<file path="src/design/ssp_pkg.sv">
/*
 Shared constants and types for the serial solenoid command player.
 Assumes a 25 MHz system clock and a host sending 8N1 frames at 115200 baud.
*/
package ssp_pkg;

	// Clock and serial timing
	localparam int CLK_HZ = 25_000_000;
	localparam int CLK_NS = 40;
	localparam int BAUD = 115200;
	localparam int BIT_CYC = CLK_HZ / BAUD;
	localparam int HALF_CYC = BIT_CYC / 2;
	localparam int RXC_W = 8;

	// Play tick, 0.4 ms
	localparam int TICK_NS = 400_000;
	localparam int TICK_CYC = TICK_NS / CLK_NS;
	localparam int TICK_W = 16;

	// Byte layout
	localparam int STAT_BIT = 7;
	localparam int ADR_MSB = 6;
	localparam int ADR_LSB = 4;
	localparam int OP_MSB = 3;
	localparam int VAL_MSB = 6;
	localparam int MODE_BIT = 0;
	localparam int LAST_BIT = 7;

	// Opcodes
	localparam logic [3:0] OP_LAST_PLAY = 4'hB;
	localparam logic [3:0] OP_SCALE = 4'hC;
	localparam logic [3:0] OP_MODE = 4'hD;
	localparam logic [3:0] OP_SYNC = 4'hF;

	// Channels and reset values
	localparam int NCH = 6;
	localparam int NOUT = 12;
	localparam int CNT_W = 14;
	localparam logic [6:0] SCALE_RST = 7'h01;

	typedef enum logic [3:0] {
		RX_IDLE = 4'h1,
		RX_START = 4'h2,
		RX_DATA = 4'h4,
		RX_STOP = 4'h8
	} ssp_rx_e;

	typedef struct packed {
		logic rx_s1;
		logic rx_s2;
		logic [2:0] adr_s1;
		logic [2:0] adr_s2;
		ssp_rx_e rx_state;
		logic [RXC_W-1:0] rx_cnt;
		logic [2:0] rx_bit;
		logic [7:0] rx_shift;
		logic byte_vld;
		logic [7:0] byte_val;
		logic [TICK_W-1:0] tick_cnt;
		logic tick;
		logic have_stat;
		logic stat_match;
		logic [3:0] stat_op;
		logic [6:0] scale;
		logic deferred;
		logic [NCH-1:0] pend;
		logic [NCH-1:0][6:0] pend_velo;
		logic [NCH-1:0] att;
		logic [NCH-1:0] hold;
		logic [NCH-1:0][CNT_W-1:0] remain;
		logic [NOUT-1:0] outp;
	} ssp_state_s;

endpackage

</file>
<file path="src/design/ssp_player.sv">
/*
 Serial solenoid command player: UART receiver, two-byte command parser,
 play tick and six attack/hold channel sequencers driving twelve outputs.
 Assumes RXD and BOARD_ADDR come from pins and are asynchronous to SYS_CLK.
*/
`timescale 1ns/1ps
`default_nettype none

module ssp_player
	import ssp_pkg::*;
#(
	parameter int TICK_CYCLES = TICK_CYC
) (
	input wire logic SYS_CLK,
	input wire logic RESET_N,
	input wire logic RXD,
	input wire logic [2:0] BOARD_ADDR,
	output logic [NOUT-1:0] OUT,
	output logic DEFERRED,
	output logic [NCH-1:0] PENDING
);

	ssp_state_s s;
	ssp_state_s n;
	logic cmd_go;
	logic [2:0] cmd_ch;
	logic [6:0] cmd_val;
	logic cmd_play;

	// Command decode of the registered byte
	always_comb begin
		cmd_val = s.byte_val[VAL_MSB:0];
		cmd_go = s.byte_vld && !s.byte_val[STAT_BIT] && s.have_stat && s.stat_match;
		cmd_ch = 3'(s.stat_op >> 1);
		cmd_play = (s.stat_op <= OP_LAST_PLAY);
	end

	// Next state
	always_comb begin
		logic [NCH-1:0] start_v;
		logic [NCH-1:0] stop_v;
		logic [NCH-1:0][6:0] start_velo;
		logic [CNT_W-1:0] len;
		start_v = '0;
		stop_v = '0;
		start_velo = '0;
		len = '0;
		n = s;
		// Two-stage synchronisers on pins
		n.rx_s1 = RXD;
		n.rx_s2 = s.rx_s1;
		n.adr_s1 = BOARD_ADDR;
		n.adr_s2 = s.adr_s1;
		n.byte_vld = 1'b0;

		// 8N1 receiver, mid-bit sampling
		case (s.rx_state)
			RX_IDLE: begin
				if (!s.rx_s2) begin
					n.rx_state = RX_START;
					n.rx_cnt = RXC_W'(HALF_CYC - 1);
				end
			end
			RX_START: begin
				if (s.rx_cnt == '0) begin
					if (!s.rx_s2) begin
						n.rx_state = RX_DATA;
						n.rx_cnt = RXC_W'(BIT_CYC - 1);
						n.rx_bit = '0;
					end else begin
						n.rx_state = RX_IDLE;
					end
				end else begin
					n.rx_cnt = s.rx_cnt - 1'b1;
				end
			end
			RX_DATA: begin
				if (s.rx_cnt == '0) begin
					n.rx_shift = {s.rx_s2, s.rx_shift[LAST_BIT:1]};
					n.rx_cnt = RXC_W'(BIT_CYC - 1);
					n.rx_bit = s.rx_bit + 1'b1;
					if (s.rx_bit == 3'(LAST_BIT)) begin
						n.rx_state = RX_STOP;
					end
				end else begin
					n.rx_cnt = s.rx_cnt - 1'b1;
				end
			end
			RX_STOP: begin
				if (s.rx_cnt == '0) begin
					// Framing error drops the byte
					n.byte_vld = s.rx_s2;
					n.byte_val = s.rx_shift;
					n.rx_state = RX_IDLE;
				end else begin
					n.rx_cnt = s.rx_cnt - 1'b1;
				end
			end
			default: begin
				n.rx_state = RX_IDLE;
			end
		endcase

		// Play tick divider
		if (s.tick_cnt == TICK_W'(TICK_CYCLES - 1)) begin
			n.tick_cnt = '0;
			n.tick = 1'b1;
		end else begin
			n.tick_cnt = s.tick_cnt + 1'b1;
			n.tick = 1'b0;
		end

		// Command parser
		if (s.byte_vld) begin
			if (s.byte_val[STAT_BIT]) begin
				n.have_stat = 1'b1;
				n.stat_op = s.byte_val[OP_MSB:0];
				n.stat_match = (s.byte_val[ADR_MSB:ADR_LSB] == s.adr_s2);
			end else begin
				// Orphan data bytes fall through unused
				n.have_stat = 1'b0;
			end
		end
		if (cmd_go) begin
			if (cmd_play) begin
				if (cmd_val == '0) begin
					stop_v[cmd_ch] = 1'b1;
				end else if (s.deferred) begin
					n.pend[cmd_ch] = 1'b1;
					n.pend_velo[cmd_ch] = cmd_val;
				end else begin
					start_v[cmd_ch] = 1'b1;
					start_velo[cmd_ch] = cmd_val;
				end
			end else if (s.stat_op == OP_SCALE) begin
				n.scale = cmd_val;
			end else if (s.stat_op == OP_MODE) begin
				n.deferred = cmd_val[MODE_BIT];
			end else if (s.stat_op == OP_SYNC) begin
				start_v = s.pend;
				start_velo = s.pend_velo;
				n.pend = '0;
			end
			// Opcode 14 has no effect
		end

		// Channel sequencers
		for (int c = 0; c < NCH; c++) begin
			len = CNT_W'(s.scale) * CNT_W'(start_velo[c]);
			if (stop_v[c]) begin
				n.att[c] = 1'b0;
				n.hold[c] = 1'b0;
				n.pend[c] = 1'b0;
				n.remain[c] = '0;
			end else if (start_v[c]) begin
				// Restart drops any running phase
				n.att[c] = (len != '0);
				n.hold[c] = (len == '0);
				n.remain[c] = len;
			end else if (s.att[c] && s.tick) begin
				if (s.remain[c] <= CNT_W'(1)) begin
					n.att[c] = 1'b0;
					n.hold[c] = 1'b1;
					n.remain[c] = '0;
				end else begin
					n.remain[c] = s.remain[c] - 1'b1;
				end
			end
			n.outp[2*c] = n.att[c];
			n.outp[2*c+1] = n.hold[c];
		end
	end

	// State register with synchronous reset
	always_ff @(posedge SYS_CLK) begin
		if (!RESET_N) begin
			s <= '0;
			s.rx_s1 <= 1'b1;
			s.rx_s2 <= 1'b1;
			s.rx_state <= RX_IDLE;
			s.scale <= SCALE_RST;
			s.deferred <= 1'b0;
		end else begin
			s <= n;
		end
	end

	// Outputs straight from state flops
	assign OUT = s.outp;
	assign DEFERRED = s.deferred;
	assign PENDING = s.pend;
endmodule // ssp_player

`default_nettype wire

</file>
<file path="config.mk">
export PLATFORM = sky130hd
export DESIGN_NAME = ssp_player
export DESIGN_NICKNAME = d
export VERILOG_FILES = /design/src/design/ssp_pkg.sv /design/src/design/ssp_player.sv
export SDC_FILE = /design/constraint.sdc
export NUM_CORES = 1
export LEC_CHECK = 0
export BUFFER_PORTS_ARGS = -buffer_cell sky130_fd_sc_hd__buf_4
export CORE_MARGIN = 1.5
export CORE_UTILIZATION = 66
export DETAILED_ROUTE_END_ITERATION = 12
export PLACE_DENSITY_LB_ADDON = 0.12
export SLEW_MARGIN = 10
export SYNTH_ARGS = -nofsm -noshare
export SYNTH_HDL_FRONTEND = slang
export SYNTH_SLANG_ARGS = --single-unit
export TNS_END_PERCENT = 10
</file>
<file path="constraint.sdc">
create_clock -name SYS_CLK -period 6.85 [get_ports SYS_CLK]
set_input_delay 0.3425 -clock SYS_CLK [delete_from_list [all_inputs] [get_ports SYS_CLK]]
set_output_delay 0.3425 -clock SYS_CLK [all_outputs]
set_load 0.05 [all_outputs]
</file>
* After elaboration in Yosys (flattened, before gate mapping)
Cells that the tools add are included.
Word-level totals: word-level logic and storage cells 253, bits in registers 227
Cells by class: reductions and logical operators 52, $mul 6, $lt $le $gt $ge 9, add/subtract/negate cells 9, muxes and demuxes 111, bitwise gates (word level) 6, eq/ne operators 22
Operators by type and width (number):
- $mux W42 | 7
- $mux W14 | 18
- $mux W48 | 2
- $le A14 B1 Y1 const B | 6
- $logic_not A14 Y1 | 6
- $mul A7 B7 Y14 | 6
- $mux W6 | 14
- $reduce_bool A14 Y1 | 6
- $sub A14 B1 Y14 const B | 6
- $mux W1 | 51
- $and A42 B42 Y42 | 1
- $bwmux W42 | 1
- $pmux W8 S4 | 1
- $mux W8 | 3
- $mux W11 | 2
- $ne A2 B2 Y1 const B | 11
- $demux W7 S3 | 1
- $add A16 B1 Y16 const B | 1
- $eq A16 B14 Y1 const B | 1
- $eq A4 B4 Y1 const B | 4
- $mux W4 | 4
- $pmux W4 S4 | 1
- $reduce_and A4 Y1 | 4
- $reduce_bool A2 Y1 | 8
- other kinds (28) | 50

* Depth between registers and ports, before layout
word-level depth 13, mapped depth 25, depth with buffers taken out 21

* Worst setup path before layout
No wires, ideal clock.
path kind flip-flop to flip-flop, start register s, in the netlist DEFERRED, end register s[106] (netlist name), library setup time 0.120 ns, clock period less this slack 5.766 ns, arrival time 5.646 ns, path buffers 1, cell stages (with the launch flop) 21, slack 1.084 ns, cell sequence dfxtp_1 > buf_2 > nor4b_2 > a22oi_1 > nor2_1 > nand2_1 > fa_1 > fa_1 > inv_1 > fa_1 > inv_1 > fa_1 > inv_1 > ha_1 > nor3_1 > o21ai_0 > a31o_2 > a311oi_2 > nand3_1 > or4_1 > o31a_1
Between the ends: word-level cells in the longest chain between the ends 8, elaborated cells on any way between the ends 12, classes of those cells 1 x mul; 10 x mux; 1 x reduce/logical
Ends and longest elaborated chain:
- start: declaration | line ssp_player.sv:23 | ssp_state_s s;
- start signal: assignment | line ssp_player.sv:184 | s <= n;
- $mux W42 | line ssp_player.sv:128 | end else if (s.deferred) begin
- $mux W42 | line ssp_player.sv:126 | if (cmd_val == '0) begin
- $mux W42 | line ssp_player.sv:125 | if (cmd_play) begin
- $mux W42 | line ssp_player.sv:124 | if (cmd_go) begin
- $mul A7 B7 Y14 | line ssp_player.sv:149 | len = CNT_W'(s.scale) * CNT_W'(start_velo[c]);
- $reduce_bool A14 Y1 | line ssp_player.sv:157 | n.att[c] = (len != '0);
- $mux W1 (*) | line ssp_player.sv:155 | end else if (start_v[c]) begin
- $mux W1 (*) | line ssp_player.sv:150 | if (stop_v[c]) begin
Mark *: on every way between the ends. The rest lies on a longest branch, timed or not. A chain may end at the register's enable or synchronous reset.

* Worst setup path in the final report
start register s, in the netlist cmd_ch[2], end register s[106] (netlist name)
Between the ends: word-level cells in the longest chain between the ends 13, elaborated cells on any way between the ends 33, classes of those cells 1 x mul; 3 x order compare; 3 x eq/ne; 23 x mux; 1 x bitwise; 2 x reduce/logical
Ends and longest elaborated chain:
- $lt A3 B4 Y1 (implied by the code) / $ge A3 B1 Y1 (equally long branches) | line ssp_player.sv:127, ssp_player.sv:132, ssp_player.sv:133
- $logic_and A1 B1 Y1 (implied by the code) | line ssp_player.sv:127, ssp_player.sv:132, ssp_player.sv:133
- $mux W7 (implied by the code) | line ssp_player.sv:133 | start_velo[cmd_ch] = cmd_val;
- $demux W7 S3 | line ssp_player.sv:133
- $and A42 B42 Y42 (no source line)
- $mux W42 | line ssp_player.sv:128
- $mux W42 | line ssp_player.sv:126
- $mux W42 | line ssp_player.sv:125
- $mux W42 | line ssp_player.sv:124
- $mul A7 B7 Y14 | line ssp_player.sv:149
- $reduce_bool A14 Y1 | line ssp_player.sv:157
- $mux W1 | line ssp_player.sv:155
- $mux W1 (*) | line ssp_player.sv:150
Marked as above.

==> metrics.md <==
| Metric | Value |
|---|---|
| Final Hold Vio Count | 0 |
| Critical Path RT | 7.28 ns |
| Final setup TNS | 0 ns |
| Slew Viols, Final | 0 |
| Final period utilization | 0.928 |
| ANT cells | 0 |
| Layout cell share with drive strength beyond 1 | 0.0625 |
| Initial drt markers | 1366 |
| Final instance area | 22200 um2 |
| Antenna violations before repair | 0 |
| Syn nets | 2825 |
| Die Footprint | 32600 um2 |
| Crit. End Element | register |
| Tmin final | 6.36 ns |
| Placer Congestion | 0.901 |
| Row cnt | 64 |
| Worst vdd ir | 0.000238 V |
| Post-DRT Antenna Nets | 0 |
| Area occupied by multi-input gates | 15300 um2 |
| Vias | 17.8k |
| CTS sink cnt | 215 |
| Synth Flop Type | dfxtp_1 |
| Routed WL per cell | 17.6 um |
| Nets | 2788 |
| Die Width | 181 um |
| CORE AREA | 30800 um2 |
| Final setup viols | 0 |
| Routed WL | 50000 um |
| Vias in the first global route | 17.7k |
| WHS | 0.0356 ns |
| Synth async-reset ratio | 0 |
| Placed Area | 21200 um2 |
| Largest net degree at the start of global routing | 51 |
| Overflow after GRT | 0 |
| GRT Resource Usage Total | 0.310 |
| Syn_area_per_cell | 8.43 um2 |
| Most frequent cells in the layout | 245 x nor2_1, 235 x and2_1, 215 x dfxtp_1 |
| Initial Utilization | 0.675 |
| Inserted Clock Buffers | 26 |
| CTS root buf | clkbuf_16 |
| Distinct cells, synth | 88 |
| Dpl hpwl | 37000 um |
| Post_cts resized | 0 |
| Fmax | 157 MHz |
| Detailed Routing Iterations Pass 1 | 5 |
| TritonCTS clock tree | done |
| Max FO, Critical Path | 15 |
| Max-cap violation count | 0 |
| Longest Clk Path Bufs | 3 |
| Post-Synthesis Cells | 2466 |
| Layout Cells excl Fill | 2845 |
| I/O pin count | 25 |
| Synth Register Bits | 215 |
| Tightest Hold Check Type | input port to register |
| Post-synthesis to final-layout area growth | 6.56% |
| CTS H-Tree Depth | 1 |
| Drt via density | 6.26 |
| First-pass GRT wire length | 85100 um |
| Fill cells | 2438 |
| Post-synthesis sequential area ratio | 0.207 |
| Commonest non-fill, non-tap cell in the layout | nor2_1 |
| Skew final | 0.0138 ns |
| WS Path Type | register to register |
| FF/Latch Area | 4300 um2 |
| Die Span Y | 181 um |
| Clock latency on the worst-skew pair | 0.55 ns |
| Status | finished, final reports clean |
| Number of flops mapped to enable cells by yosys | 0 |
| Finished Core Util | 0.719 |
| LEAKAGE | 10.0 nW |
| PortBufs | 24 |
| Synth Cell Area | 20800 um2 |
| CP Launch Type | register |
| Clk slew on worst S/H paths | 0.06 ns |
| Max_slew headroom | 0.253 |
| Tightest Pin Transition | 1.11 ns |
| Cell Pwr Density | 130 nW/um2 |
| Inst Count DP | 2795 |
| RSZ-0062 raised after global routing | false |
| Syn. warnings | 0 |
| DRC | 0 |
| Critical Path AT | 6.79 ns |
==> flip-flops by register name, indices dropped and copies added (netlist names) <==
name	count
DEFERRED	1
OUT	1
PENDING	6
cmd_ch	3
cmd_val	7
n	4
s	193
==> critical path, stage by stage (launching register included) <==
cell      delay (ns)
dfxtp_1         0.74
and4_1          0.48
buf_4           0.27
a22oi_1         0.12
nor2_1          0.29
nand2_1         0.14
fa_1            0.55
fa_1            0.49
inv_1           0.05
fa_1            0.47
inv_1           0.05
fa_1            0.47
inv_1           0.04
ha_1            0.21
nor3_1          0.25
o21ai_0         0.19
a31o_2          0.31
a311oi_2        0.29
nand3_1         0.13
or4_1           0.41
o31a_1          0.28
==> synthesized netlist by cell type, drive strengths merged, types with 5 or more instances <==
master | count | area [um2]
or2 | 6 | 37.5
nor3 | 71 | 375
xor2 | 54 | 473
or4 | 8 | 60.1
inv | 153 | 574
and3 | 7 | 43.8
and2 | 235 | 1470
o31a | 6 | 52.6
o2bb2ai | 14 | 123
o21bai | 13 | 97.6
a21o | 20 | 150
dfxtp | 215 | 4300
a31oi | 15 | 93.8
o22ai | 16 | 100
clkbuf | 85 | 319
xnor2 | 57 | 499
o31ai | 6 | 58.8
a22o | 5 | 45.0
a22oi | 27 | 236
a311oi | 8 | 76.3
nor2b | 16 | 100
o21a | 6 | 45.0
ha | 209 | 2620
nand3 | 59 | 295
nor4b | 9 | 97.6
o41ai | 5 | 43.8
nor2 | 248 | 938
or3 | 16 | 100
nand2 | 191 | 724
nand2b | 20 | 125
nor4 | 39 | 308
o311ai | 7 | 61.3
a32oi | 27 | 236
buf | 44 | 289
nand4 | 18 | 113
a21oi | 121 | 609
a2111oi | 6 | 66.3
a211oi | 25 | 188
nor3b | 6 | 45.0
o211ai | 15 | 113
a221oi | 9 | 96.4
o21ai | 103 | 523
mux2i | 52 | 521
fa | 144 | 2880
nand3b | 8 | 60.1
==> final timing paths <==
kind / from / endpoint / slack [ns] / cells past startpoint
setup / recovery: cmd_ch[2]$_SDFFE_PN0P_ / s[106]$_SDFFE_PP0P_ / 0.49 / 20
hold / removal: BOARD_ADDR[1] / n[220]$_SDFF_PN0_ / 0.04 / 2
setup reg to reg: cmd_ch[2]$_SDFFE_PN0P_ / s[106]$_SDFFE_PP0P_ / 0.49 / 20
hold reg to reg: n[225]$_SDFF_PN1_ / s[225]$_SDFF_PN1_ / 0.43 / 1
==> final cells by class <==
type                    instances  share of cell area
well taps                     396              0.0224
inverters                     153              0.0259
multi-input cells            1969               0.691
clock inverters                17              0.0116
flip-flops and latches        215               0.194
repair buffers                 64              0.0225
clock buffers                  31              0.0325
==> report_power, final <==
part | total (W) | switching [W] | internal [W]
Combinational | 0.0000678 | 0.0000488 | 0.0000190
Clock | 0.00156 | 0.000578 | 0.000979
Sequential | 0.00126 | 0.00000665 | 0.00126
Total | 0.00289 | 0.000633 | 0.00225
==> kinds of logic (layout without fill, tap and decap cells) <==
kind of cell	count (synthesis)	count (layout)	share of synthesized area
flip-flops	215	215	0.207
AND/OR/NAND/NOR	965	965	0.240
buffers and inverters	282	265	0.0568
adder cells (fa/ha/maj)	353	353	0.264
AO/OA/AOI/OAI	488	488	0.161
multiplexers	52	52	0.0250
XOR/XNOR	111	111	0.0467
==> through the flow <==
stage | setup slack, ns | total power, W
after floorplan | 1.08 | 0.00134
after global placement | 0.823 | 0.00135
after detailed placement | 0.632 | 0.00136
after CTS | 0.586 | 0.00290
after global routing | 0.121 | 0.00297
final | 0.494 | 0.00289
==> timing repair <==
action | in CTS | in global routing
setup buffers | 0 | 0
hold buffers | 2 | 0
endpoints found under the hold margin | 2 | 0
==> metal layers <==
| layer | global-route usage | part of all wire | up-vias | wire length (um) |
|---|---|---|---|---|
| li1 | - | - | 8533 | - |
| met1 | 0.408 | 0.44 | 8666 | 22000 |
| met2 | 0.530 | 0.48 | 502 | 23900 |
| met3 | 0.0350 | 0.053 | 106 | 2650 |
| met4 | 0.102 | 0.029 | 0 | 1440 |
| met5 | 0 | 0 | - | 0 |
No activity file was read; power rests on OpenSTA's default activity.
